==> config.mk <==
export PLATFORM = sky130hd
export DESIGN_NAME = sensor_regs_dev_flat
export DESIGN_NICKNAME = d
export VERILOG_FILES = /design/src/logic/sensor_pkg.sv /design/src/logic/sensor_link_if.sv /design/src/logic/rate_expand.sv /design/src/logic/sensor_regs_dev.sv /design/src/flat_wrapper.sv
export SDC_FILE = /design/constraint.sdc
export NUM_CORES = 1
export LEC_CHECK = 0
export ABC_AREA = 1
export BUFFER_PORTS_ARGS = -buffer_cell sky130_fd_sc_hd__buf_2
export CAP_MARGIN = 20
export CELL_PAD_IN_SITES_DETAIL_PLACEMENT = 1
export CELL_PAD_IN_SITES_GLOBAL_PLACEMENT = 2
export CORE_ASPECT_RATIO = 0.7
export CORE_MARGIN = 2
export CORE_UTILIZATION = 30
export CTS_BUF_LIST = sky130_fd_sc_hd__clkbuf_16
export DETAILED_ROUTE_END_ITERATION = 16
export PLACE_DENSITY = 0.81
export REMOVE_ABC_BUFFERS = 1
export SLEW_MARGIN = 10
export SYNTH_ARGS = -nofsm -noshare
export SYNTH_HDL_FRONTEND = slang
export SYNTH_SLANG_ARGS = --single-unit
==> constraint.sdc <==
create_clock -name clk -period 2.9 [get_ports clk]
set_input_delay 0.145 -clock clk [delete_from_list [all_inputs] [get_ports clk]]
set_output_delay 0.145 -clock clk [all_outputs]
set_load 0.005 [all_outputs]
==> src/logic/sensor_pkg.sv <==
// Shared constants for the sensor register slice and its host controller
package sensor_pkg;
  // Device register offsets on the serial link
  localparam logic [7:0] OFF_IRQ_MODE = 8'h06;
  localparam logic [7:0] OFF_KEY = 8'h07;
  localparam logic [7:0] OFF_WAKE = 8'h08;
  localparam logic [7:0] OFF_AMB = 8'h09;
  localparam logic [7:0] OFF_PROX = 8'h0a;
  localparam logic [7:0] REG_RESET = 8'h00;
  localparam logic [7:0] KEY_VALUE = 8'h17;

  // Interrupt mode field positions and encodings
  localparam int CMD_MODE_LSB = 2;
  localparam int PROX3_MODE_LSB = 0;
  localparam logic [1:0] CMD_MODE_ALL = 2'h0;
  localparam logic [1:0] CMD_MODE_ERR = 2'h1;
  localparam logic [1:0] P3_MODE_DONE = 2'h0;
  localparam logic [1:0] P3_MODE_CROSS = 2'h1;
  localparam logic [1:0] P3_MODE_ABOVE = 2'h3;
  localparam int FLAG_CMD = 0;
  localparam int FLAG_P3 = 1;

  // Rate code expansion
  localparam logic [7:0] RATE_OFF = 8'h00;
  localparam logic [7:0] LOW_EXP_CODE = 8'h32;
  localparam logic [15:0] LOW_EXP_VALUE = 16'h000a;

  // Wake tick timing
  localparam real TICK_US = 31.25;
  localparam real CLK_MHZ = 40.0;
  localparam int TICK_CYCLES = int'(TICK_US * CLK_MHZ);
  localparam logic [10:0] TICK_LAST = 11'(TICK_CYCLES - 1);

  // Host controller registers on AXI4-Lite
  localparam logic [3:0] HOST_OFF_CMD = 4'h0;
  localparam logic [3:0] HOST_OFF_STATUS = 4'h4;
  localparam int CMD_ADDR_LSB = 8;
  localparam int CMD_WRITE_BIT = 16;
  localparam int STAT_BUSY_BIT = 8;
  localparam int STAT_IRQ_BIT = 9;
  localparam int STAT_KEY_BIT = 10;
  localparam logic [1:0] RESP_OKAY = 2'h0;
  localparam logic [1:0] RESP_SLVERR = 2'h2;
endpackage : sensor_pkg

==> src/logic/sensor_link_if.sv <==
// Register link and interrupt pin between host controller and sensor
`timescale 1ns/1ps
`default_nettype none
interface sensor_link_if;
  logic regWe;
  logic regRe;
  logic [7:0] regAddr;
  logic [7:0] regWdata;
  logic [7:0] regRdata;
  logic regRvalid;
  logic irqO;
  logic irqOe;
  logic irqLevel;

  // Pulled-up open-drain interrupt wire
  assign irqLevel = irqOe ? irqO : 1'b1;

  modport dev (
    input regWe, regRe, regAddr, regWdata,
    output regRdata, regRvalid, irqO, irqOe
  );
  modport host (
    output regWe, regRe, regAddr, regWdata,
    input regRdata, regRvalid, irqLevel
  );
endinterface : sensor_link_if
`default_nettype wire

==> src/logic/rate_expand.sv <==
// Expands an 8-bit compressed rate code into its 16-bit value
`timescale 1ns/1ps
`default_nettype none
module rate_expand (
  input wire logic [7:0] code,
  output logic [15:0] value
);
  // Four-bit exponent, four-bit mantissa with hidden one, scaled by 1/16
  function automatic logic [15:0] expand(input logic [7:0] c);
    logic [19:0] wide;
    wide = 20'({1'b1, c[3:0]}) << c[7:4];
    if (c == sensor_pkg::RATE_OFF) begin
      return 16'h0000;
    end else if (c == sensor_pkg::LOW_EXP_CODE) begin
      return sensor_pkg::LOW_EXP_VALUE;
    end
    return wide[19:4];
  endfunction : expand

  always_comb begin
    value = expand(code);
  end
endmodule : rate_expand
`default_nettype wire

==> src/logic/sensor_regs_dev.sv <==
// Sensor interrupt mode, unlock key and rate registers with wake sequencer
//
// Overview of operation
// - Mode 00: every response write sets command flag
// - Mode 01: only error responses set command flag
// - Modes act only when enabled; 1x reserved
// - Prox3 mode 00: flag after each measurement
// - Prox3 mode 01: flag on threshold crossing
// - Prox3 mode 11: flag while above threshold
// - Host must write key 0x17
// - Wake interval is expanded code times 31.25us
// - Wake code 0x00 stops oscillator and measurements
// - Host never writes wake codes 0x01-0x17
// - Codes 0x84, 0x94 give 10ms, 20ms
// - Codes 0xB9, 0xDF, 0xFF give 100ms, 496ms, 1.984s
// - Ambient code expands to wake multiplier; 0 stops
// - Ambient codes 0x08, 0x32, 0x69: every 1, 10, 100
// - Proximity code expands to wake multiplier; 0 stops
// - Proximity codes 0x08, 0x32, 0x69: every 1, 10, 100
// - Host prefers large wake and small rate codes
// - All five registers reset to zero
// - Interrupt pin low on enabled flag with drive enable
`timescale 1ns/1ps
`default_nettype none
module sensor_regs_dev (
  input wire logic clk,
  input wire logic rstn,
  sensor_link_if.dev link,
  input wire logic cmdIrqEnable,
  input wire logic prox3IrqEnable,
  input wire logic intOutputEnable,
  input wire logic responseWrite,
  input wire logic [7:0] responseData,
  input wire logic prox3Done,
  input wire logic [15:0] prox3Value,
  input wire logic [15:0] prox3Threshold,
  input wire logic [1:0] flagClear,
  output logic cmdIrqFlag,
  output logic prox3IrqFlag,
  output logic unlocked,
  output logic oscRunning,
  output logic wakePulse,
  output logic ambientStart,
  output logic proxStart
);
  typedef struct packed {
    logic [1:0] commandIrqMode;
    logic [1:0] prox3IrqMode;
    logic [7:0] unlockKey;
    logic [7:0] wakePeriodCode;
    logic [7:0] ambientRateCode;
    logic [7:0] proximityRateCode;
    logic cmdFlag;
    logic p3Flag;
    logic p3Above;
    logic [10:0] tick;
    logic [15:0] wakeCnt;
    logic [15:0] ambCnt;
    logic [15:0] proxCnt;
    logic [7:0] rdata;
    logic rvalid;
    logic wake;
    logic amb;
    logic prox;
  } dev_state_t;

  dev_state_t state_r;
  dev_state_t state_nxt;
  logic [15:0] wakeValue;
  logic [15:0] ambValue;
  logic [15:0] proxValue;
  logic p3AboveNow;
  logic cmdSet;
  logic p3Set;
  logic tickWrap;
  logic wakeNow;

  rate_expand wakeExp (.code(state_r.wakePeriodCode), .value(wakeValue));
  rate_expand ambExp (.code(state_r.ambientRateCode), .value(ambValue));
  rate_expand proxExp (.code(state_r.proximityRateCode), .value(proxValue));

  // Counter reaching its expanded limit
  function automatic logic reached(input logic [15:0] cnt, input logic [15:0] lim);
    return (17'(cnt) + 17'h00001) >= 17'(lim);
  endfunction : reached

  always_comb begin
    state_nxt = state_r;
    state_nxt.rvalid = 1'b0;
    state_nxt.wake = 1'b0;
    state_nxt.amb = 1'b0;
    state_nxt.prox = 1'b0;

    // Register writes from the link
    if (link.regWe) begin
      case (link.regAddr)
        sensor_pkg::OFF_IRQ_MODE: begin
          state_nxt.commandIrqMode = link.regWdata[sensor_pkg::CMD_MODE_LSB +: 2];
          state_nxt.prox3IrqMode = link.regWdata[sensor_pkg::PROX3_MODE_LSB +: 2];
        end
        sensor_pkg::OFF_KEY: begin
          state_nxt.unlockKey = link.regWdata;
        end
        sensor_pkg::OFF_WAKE: begin
          state_nxt.wakePeriodCode = link.regWdata;
        end
        sensor_pkg::OFF_AMB: begin
          state_nxt.ambientRateCode = link.regWdata;
        end
        sensor_pkg::OFF_PROX: begin
          state_nxt.proximityRateCode = link.regWdata;
        end
        default: begin
        end
      endcase
    end

    // Register reads answer one cycle later; reserved bits and holes read zero
    if (link.regRe) begin
      state_nxt.rvalid = 1'b1;
      case (link.regAddr)
        sensor_pkg::OFF_IRQ_MODE: begin
          state_nxt.rdata = {4'h0, state_r.commandIrqMode, state_r.prox3IrqMode};
        end
        sensor_pkg::OFF_KEY: begin
          state_nxt.rdata = state_r.unlockKey;
        end
        sensor_pkg::OFF_WAKE: begin
          state_nxt.rdata = state_r.wakePeriodCode;
        end
        sensor_pkg::OFF_AMB: begin
          state_nxt.rdata = state_r.ambientRateCode;
        end
        sensor_pkg::OFF_PROX: begin
          state_nxt.rdata = state_r.proximityRateCode;
        end
        default: begin
          state_nxt.rdata = 8'h00;
        end
      endcase
    end

    // Command flag on response writes
    cmdSet = 1'b0;
    if (responseWrite && cmdIrqEnable) begin
      case (state_r.commandIrqMode)
        sensor_pkg::CMD_MODE_ALL: cmdSet = 1'b1;
        sensor_pkg::CMD_MODE_ERR: cmdSet = responseData[7];
        default: cmdSet = 1'b0;
      endcase
    end

    // Third proximity channel flag on completed measurements
    p3AboveNow = prox3Value > prox3Threshold;
    p3Set = 1'b0;
    if (prox3Done) begin
      state_nxt.p3Above = p3AboveNow;
      if (prox3IrqEnable) begin
        case (state_r.prox3IrqMode)
          sensor_pkg::P3_MODE_DONE: p3Set = 1'b1;
          sensor_pkg::P3_MODE_CROSS: p3Set = p3AboveNow != state_r.p3Above;
          sensor_pkg::P3_MODE_ABOVE: p3Set = p3AboveNow;
          default: p3Set = 1'b0;
        endcase
      end
    end

    // Sticky flags; a set in the clearing cycle wins
    state_nxt.cmdFlag = cmdSet || (state_r.cmdFlag && !flagClear[sensor_pkg::FLAG_CMD]);
    state_nxt.p3Flag = p3Set || (state_r.p3Flag && !flagClear[sensor_pkg::FLAG_P3]);

    // Wake timer: 31.25us ticks counted up to the expanded wake value
    tickWrap = state_r.tick == sensor_pkg::TICK_LAST;
    wakeNow = tickWrap && reached(state_r.wakeCnt, wakeValue);
    if (state_r.wakePeriodCode == sensor_pkg::RATE_OFF) begin
      state_nxt.tick = 11'h000;
      state_nxt.wakeCnt = 16'h0000;
      state_nxt.ambCnt = 16'h0000;
      state_nxt.proxCnt = 16'h0000;
    end else begin
      state_nxt.tick = tickWrap ? 11'h000 : state_r.tick + 11'h001;
      if (tickWrap) begin
        state_nxt.wakeCnt = wakeNow ? 16'h0000 : state_r.wakeCnt + 16'h0001;
      end
      if (wakeNow) begin
        state_nxt.wake = 1'b1;
        // Measurements on every Nth wake-up, none when the multiplier is zero
        if (ambValue != 16'h0000) begin
          state_nxt.amb = reached(state_r.ambCnt, ambValue);
          state_nxt.ambCnt = state_nxt.amb ? 16'h0000 : state_r.ambCnt + 16'h0001;
        end
        if (proxValue != 16'h0000) begin
          state_nxt.prox = reached(state_r.proxCnt, proxValue);
          state_nxt.proxCnt = state_nxt.prox ? 16'h0000 : state_r.proxCnt + 16'h0001;
        end
      end
    end
  end

  always_ff @(posedge clk) begin
    if (!rstn) begin
      state_r <= '0;
    end else begin
      state_r <= state_nxt;
    end
  end

  assign link.regRdata = state_r.rdata;
  assign link.regRvalid = state_r.rvalid;
  // Open-drain interrupt: only ever pulls low
  assign link.irqO = 1'b0;
  assign link.irqOe = intOutputEnable && ((state_r.cmdFlag && cmdIrqEnable) ||
                      (state_r.p3Flag && prox3IrqEnable));
  assign cmdIrqFlag = state_r.cmdFlag;
  assign prox3IrqFlag = state_r.p3Flag;
  assign unlocked = state_r.unlockKey == sensor_pkg::KEY_VALUE;
  assign oscRunning = state_r.wakePeriodCode != sensor_pkg::RATE_OFF;
  assign wakePulse = state_r.wake;
  assign ambientStart = state_r.amb;
  assign proxStart = state_r.prox;
endmodule : sensor_regs_dev
`default_nettype wire

==> src/flat_wrapper.sv <==
// flat-port wrapper written by rule: the top's interface ports become plain ports
module sensor_regs_dev_flat 
  (clk, rstn, cmdIrqEnable, prox3IrqEnable, intOutputEnable, responseWrite, responseData, prox3Done, prox3Value, prox3Threshold, flagClear, cmdIrqFlag, prox3IrqFlag, unlocked, oscRunning, wakePulse, ambientStart, proxStart, link_regWe, link_regRe, link_regAddr, link_regWdata, link_regRdata, link_regRvalid, link_irqO, link_irqOe);
  sensor_link_if link_i ();
  input wire logic clk;
  input wire logic rstn;
  input wire logic cmdIrqEnable;
  input wire logic prox3IrqEnable;
  input wire logic intOutputEnable;
  input wire logic responseWrite;
  input wire logic [7:0] responseData;
  input wire logic prox3Done;
  input wire logic [15:0] prox3Value;
  input wire logic [15:0] prox3Threshold;
  input wire logic [1:0] flagClear;
  output logic cmdIrqFlag;
  output logic prox3IrqFlag;
  output logic unlocked;
  output logic oscRunning;
  output logic wakePulse;
  output logic ambientStart;
  output logic proxStart;
  input wire logic [$bits(link_i.regWe)-1:0] link_regWe;
  input wire logic [$bits(link_i.regRe)-1:0] link_regRe;
  input wire logic [$bits(link_i.regAddr)-1:0] link_regAddr;
  input wire logic [$bits(link_i.regWdata)-1:0] link_regWdata;
  output wire logic [$bits(link_i.regRdata)-1:0] link_regRdata;
  output wire logic [$bits(link_i.regRvalid)-1:0] link_regRvalid;
  output wire logic [$bits(link_i.irqO)-1:0] link_irqO;
  output wire logic [$bits(link_i.irqOe)-1:0] link_irqOe;
  assign link_i.regWe = link_regWe;
  assign link_i.regRe = link_regRe;
  assign link_i.regAddr = link_regAddr;
  assign link_i.regWdata = link_regWdata;
  assign link_regRdata = link_i.regRdata;
  assign link_regRvalid = link_i.regRvalid;
  assign link_irqO = link_i.irqO;
  assign link_irqOe = link_i.irqOe;
  sensor_regs_dev u_core (.clk(clk), .rstn(rstn), .link(link_i), .cmdIrqEnable(cmdIrqEnable), .prox3IrqEnable(prox3IrqEnable), .intOutputEnable(intOutputEnable), .responseWrite(responseWrite), .responseData(responseData), .prox3Done(prox3Done), .prox3Value(prox3Value), .prox3Threshold(prox3Threshold), .flagClear(flagClear), .cmdIrqFlag(cmdIrqFlag), .prox3IrqFlag(prox3IrqFlag), .unlocked(unlocked), .oscRunning(oscRunning), .wakePulse(wakePulse), .ambientStart(ambientStart), .proxStart(proxStart));
endmodule
== Word level (Yosys, flattened, before mapping) ==
Index checks and enable logic that the tools add are counted.

* $add $sub $neg: 7
* $lt $le $gt $ge: 4
* Eq/ne operators: 14
* Shift-type cells: 3
* Multiplexer cells: 28
* Bitwise gates (word level): 4
* Reductions and logical operators: 31

{| class="wikitable"
|+ Operator list
! kind !! number
|-
| 16-bit 2-to-1 mux || 12
|-
| 5-bit by 4-bit << shifter with 20-bit output || 3
|-
| 16-bit by 1-bit adder with 17-bit output (second input constant) || 3
|-
| 17-bit by 16-bit >= comparator with 1-bit output || 3
|-
| 16-bit by 1-bit adder with 16-bit output (second input constant) || 3
|-
| 8-bit one-hot mux with 5 select lines || 1
|-
| 16-bit nonzero test || 2
|-
| 8-bit by 4-bit == test with 1-bit output (second input constant) || 3
|-
| 8-bit by 6-bit == test with 1-bit output (second input constant) || 3
|-
| 8-bit logical NOT || 3
|-
| 8-bit by 3-bit == test with 1-bit output (second input constant) || 2
|-
| 16-bit > comparator || 1
|-
| 2-bit AND reduction || 7
|-
| 1-bit 2-to-1 mux || 12
|-
| 11-bit by 1-bit adder with 11-bit output (second input constant) || 1
|-
| 11-bit == test (second input constant) || 1
|-
| 8-bit by 5-bit == test with 1-bit output (second input constant) || 1
|-
| 8-bit nonzero test || 1
|-
| 4-bit OR reduction || 2
|-
| 1-bit logical AND || 7
|-
| 2-bit by 1-bit == test with 1-bit output (second input constant) || 2
|-
| 2-bit logical NOT || 2
|-
| 1-bit NOT || 4
|-
| 1-bit logical OR || 3
|-
| 8 further kinds || 9
|}

* Bits in registers: 110
* Bits of input ports: 67
* Output and inout bits: 18
* Word-level logic and storage cells: 109

== Longest topological paths before layout ==
* Depth in word-level cells: 8
* Mapped depth: 26
* Gate-level depth less buffers: 25

== Cells and area by module ==
Synthesis repeated with hierarchy kept, for this count alone.

* Cells, all modules: 1417
* Area, all modules: 8917.3 um^2

{| class="wikitable"
|+ By module, submodules not included
! module !! instances !! cells each !! area an instance (um^2) !! seq. area each (um^2)
|-
| sensor_regs_dev || 1 || 1162 || 7712.4 || 2202.1
|-
| rate_expand || 3 || 85 || 401.6 || 0.0
|}

== Least setup slack after synthesis ==
Ideal clock, no wire load.

* Path kind: register to register
* Start point: reg u_core.state_r[94] in the netlist's numbering
* End point: reg u_core.state_r[22] in the netlist's numbering
* Library setup time: 109 ps
* Arrival: 2657 ps
* Required time: 2791 ps
* Setup slack: 135 ps
* Cell stages (with the launch flop): 23
* Buffers on the path: 2
* Clock period less this slack: 2765 ps
* Cells stage by stage: dfxtp_1 > clkbuf_1 > o21ai_0 > nand2_1 > o21ai_0 > nand2_1 > o21ai_0 > or2_2 > ha_1 > nand2_1 > inv_1 > nand3_1 > nor3_1 > nand2_1 > nand2_1 > nand2_1 > nand2_4 > nand2_4 > nor2_4 > buf_4 > nand2_1 > nand2_1 > inv_1

* Longest elaborated chain between the ends: 7
* Elaborated cells between the ends (all ways): 11
* Classes of those cells: order compare: 1; eq/ne: 1; shift: 1; mux: 4; reduce/logical: 4

{| class="wikitable"
|+ Ends and longest elaborated chain
! what !! RTL line !! RTL
|-
| start: declaration || sensor_regs_dev.sv:67 || <nowiki>dev_state_t state_r;</nowiki>
|-
| start signal: assignment || sensor_regs_dev.sv:204 || <nowiki>state_r <= state_nxt;</nowiki>
|-
| 8-bit by 6-bit == test with 1-bit output || rate_expand.sv:14 || <nowiki>end else if (c == sensor_pkg::LOW_EXP_CODE) begin</nowiki>
|-
| 1-bit 2-to-1 mux || rate_expand.sv:14 ||
|-
| 1-bit 2-to-1 mux || rate_expand.sv:12 || <nowiki>if (c == sensor_pkg::RATE_OFF) begin</nowiki>
|-
| 16-bit 2-to-1 mux || rate_expand.sv:17 || <nowiki>return wide[19:4];</nowiki>
|-
| 17-bit by 16-bit >= comparator with 1-bit output || sensor_regs_dev.sv:84 || <nowiki>return (17'(cnt) + 17'h00001) >= 17'(lim);</nowiki>
|-
| 1-bit logical AND || sensor_regs_dev.sv:174 || <nowiki>wakeNow = tickWrap && reached(state_r.wakeCnt, wakeValue);</nowiki>
|-
| 2-bit AND reduction (no line) || - ||
|}

Parallel ways exist; a longest one is shown, timed or not.
A chain may end at the register's enable or synchronous reset.

== Final worst setup path ==
* Start point: reg u_core.state_r[94] in the netlist's numbering
* End point: reg u_core.state_r, in the netlist u_core.proxStart

* Longest elaborated chain between the ends: 8
* Elaborated cells between the ends (all ways): 11
* Classes of those cells: order compare: 1; eq/ne: 1; shift: 1; mux: 4; bitwise: 1; reduce/logical: 3

{| class="wikitable"
|+ Ends and longest elaborated chain
! what !! RTL line
|-
| 8-bit by 6-bit == test with 1-bit output || rate_expand.sv:14
|-
| 1-bit 2-to-1 mux || rate_expand.sv:14
|-
| 1-bit 2-to-1 mux || rate_expand.sv:12
|-
| 16-bit 2-to-1 mux || rate_expand.sv:17
|-
| 17-bit by 16-bit >= comparator with 1-bit output || sensor_regs_dev.sv:84
|-
| 1-bit logical AND || sensor_regs_dev.sv:174
|-
| 1-bit NOT (no line) || -
|-
| 4-bit OR reduction (no line) (*) || -
|}

Every way passes the cells marked *; elsewhere a longest branch is shown, timed or not.

==> metrics.md <==
| Metric | Value |
|---|---|
| Static Leak | 4.41 nW |
| Root Buffer | clkbuf_16 |
| Mapped Area | 8020 sq um |
| Post-route cell area | 10300 sq um |
| Via count | 8515 |
| Skew final | between 10 and 15 ps |
| Slew Limit Fails | 0 |
| Largest net degree at the start of global routing | 35 |
| Slew @ Worst Pin | 794 ps |
| Area after DPL | between 9000 and 10000 sq um |
| Final-stage net count | 1503 |
| Ant. Diodes | 0 |
| Crit path to | u_core.proxStart |
| Peak VDD IR | 0.000268 V |
| H-tree depth | 3 |
| Most used cell along the critical path | nand2_1 |
| Share of cells above drive strength 1 | 0.237 |
| Port bufs | 76 |
| Leading cell type in the layout, fill and taps excluded | nand2_1 |
| Slowest stage cell, crit path | dfxtp_4 |
| Setup TNS | -883 ps |
| Reg2Reg Launch Point | u_core.state_r[94] |
| Synth Flop Type | dfxtp_1 |
| CTS tree | built |
| Cell family with most CP delay | simple AND/OR/NAND/NOR gates |
| Final period utilization | 1.03 |
| Clock Latency Late Sink | 370 ps |
| Vias per cell | 4.90 |
| GPL Wtd Cong | slightly below 0.8 |
| IO Count | 85 |
| Final WS setup | -100 ps |
| Num CTS Buffers | 9 |
| Starting Density | 0.302 |
| Initial antenna violation count | 0 |
| Max incr delay on CP | 390 ps |
| First-pass GRT wire length | 43000 um |
| Crit path launch | u_core.state_r[94] |
| Crit end category | flip-flop |
| Synth top area share | 0.275 |
| Sink Count | 110 |
| Routed wire length | roughly 27000 um |
| Routed wire per std cell | 15.7 um |
| Rel. slew slack | 0.467 |
| Max Cap Viol | 0 |
| Worst path required time | 3200 ps |
| Mean post-synth cell area | around 6.5 sq um |
| Area grow syn2layout | 28.6% |
| Crit-path max FO | 8 |
| Core area | 26500 sq um |
| Die Y | 141 um |
| CTS max path bufs | 2 |
| Synth area leader | dfxtp_1 |
| Failing checks | negative setup slack |
| Asr flop ratio synth | 0 |
| Worst r2r dst | u_core.proxStart |
| Total power | 2.96 mW |
| Register area share after synthesis | 0.275 |
| HP Class | primary input to flip-flop |
| Worst R2R Setup Slack | -100 ps |
| Final min period | 3000 ps |
| Pwr dens | 287 nW/um^2 |
| Status | finished, violations left |
| Total iterations of the first detailed-routing run | 5 |
| Critical hold path startpoint | flagClear[0] |
| Yosys warns | 0 |
| Crit Path Category | flip-flop to flip-flop |
| Critical path depth | 21 |
| Most frequent cells in the layout | 259 x nand2_1, 152 x inv_1, 97 x dfxtp_1 |
| Final-report hold violation count | 0 |
| CP Buf/Inv Count | 4 |
| Fmax | around 0.33 GHz |
| Post-detail-place hpwl | about 20000 um |
| DRT iter0 DRCs | 421 |
| Die X | around 200 um |
| R2R depth | 21 |
| CP arrival | ~3300 ps |
| Die ar. | 28100 sq um |
| Clk slew on worst S/H paths | 80 ps |
| Cell variety after synth | 42 |
| Core Rows | 50 |
| CP Cell Sequence | buf_6, nand2_1, buf_4, nand2_1, o21ai_0, nand2_1, ha_1, nand2_1, a21oi_2, nor2_1, nand2_1, nand2_1, nand2_1, nand2_2, nand2_4, nand2_4, nor2_4, buf_12, nand2_8, buf_6, a31oi_2 |
| Critical Path Source Type | flip-flop |
| RSZ-0062 raised after global routing | yes |
| Number of global-route vias before repair | 8546 |
| Antenna Violating Nets Remaining | 0 |
| DRC Markers | 0 |
| WHS | 18.0 ps |
| Flops & latches, synth | 110 |
| Total gr overflow | 0 |
| Post-synthesis cell count | 1231 |
| Ranking of synthesized cells by area | dfxtp_1 27%, nand2_1 13%, ha_1 11% |
| GRT Total Usage | 0.190 |
| Setup violators final | 25 |
| EDFF count, synth | 0 |
[final cells by class]
cell class,instances,area (sq um)
fillers,3417,16200
multi-input cells,916,5490
flip-flops and latches,110,2230
repair buffers,167,1230
inverters,163,617
well taps,364,455
clock buffers,9,225
clock inverters,7,57.6
[through the flow]
stage,setup WS [ps],std cells,util
global placement,-48.8,1693,0.345
floorplan,-52.2,1187,-
detailed placement,-205,1693,0.345
CTS,-7.47,1712,0.359
global route,-275,1736,0.389
finish,-100,1736,0.389
[cells in the mapped netlist (10+ instances only)]
cell        n
buf_4      12
nor3_1     24
a31oi_1    10
ha_1       69
inv_1     159
xor2_1     31
nand4_1    49
dfxtp_1   110
nor2_1    110
o22ai_1    14
nand3_1    51
clkbuf_1   25
nand2_1   286
o21ai_0   110
a21oi_1   102
[state kept, by name (all words and copies together), names as in the netlist]
register               flops
u_core.ambientStart        1
u_core.cmdIrqFlag          1
u_core.link.regRdata       8
u_core.link.regRvalid      1
u_core.prox3IrqFlag        1
u_core.proxStart           1
u_core.state_r            96
u_core.wakePulse           1
[power breakdown]
group / internal (mW) / switching [mW]
logic: 0.0758 / 0.106
clock network: 0.598 / 0.661
registers: 1.51 / 0.00468
total: 2.19 / 0.772
[worst register-to-register path, cell delays in order (launching register included)]
cell,delay (ps)
dfxtp_4,390
buf_6,140
nand2_1,80
buf_4,110
nand2_1,70
o21ai_0,340
nand2_1,150
ha_1,320
nand2_1,70
a21oi_2,120
nor2_1,50
nand2_1,80
nand2_1,60
nand2_1,70
nand2_2,70
nand2_4,100
nand2_4,70
nor2_4,150
buf_12,140
nand2_8,100
buf_6,160
a31oi_2,110
[logic make-up after synthesis]
kind of cell,count (synthesis),synth area share
xor+xnor,37,0.0404
flops,110,0.275
compound gates,252,0.168
simple gates,555,0.304
other cells,1,0.000468
fa+ha+maj,69,0.108
buf+inv,207,0.105
[layer usage]
layer	vias to the layer above	track usage	part of all wire
met3	15	0.0297	0.039
met5	-	0	0
li1	4356	-	-
met2	140	0.292	0.43
met1	4004	0.282	0.53
met4	0	0.0335	0.0072
[worst min path at each step]
stage / to / cells past startpoint / slack [ps]
3_3_place_gp: u_core.state_r[71] / 2 / 360
2_1_floorplan: u_core.link.regRvalid / 2 / 240
6_report: u_core.cmdIrqFlag / 4 / 20
4_1_cts: u_core.prox3IrqFlag / 4 / 5
3_5_place_dp: u_core.state_r[71] / 2 / 370
5_1_grt: u_core.prox3IrqFlag / 4 / 30
[what timing repair did]
item	4_1_cts	5_1_grt
endpoints found under the hold margin	1	0
endpoints found under the setup margin	48	51
cloned	0	7
pin swaps	2	54
gates resized for setup	16	165
hold buffers	1	0
setup buffers	2	17
Power figures use the tool's default switching activity.
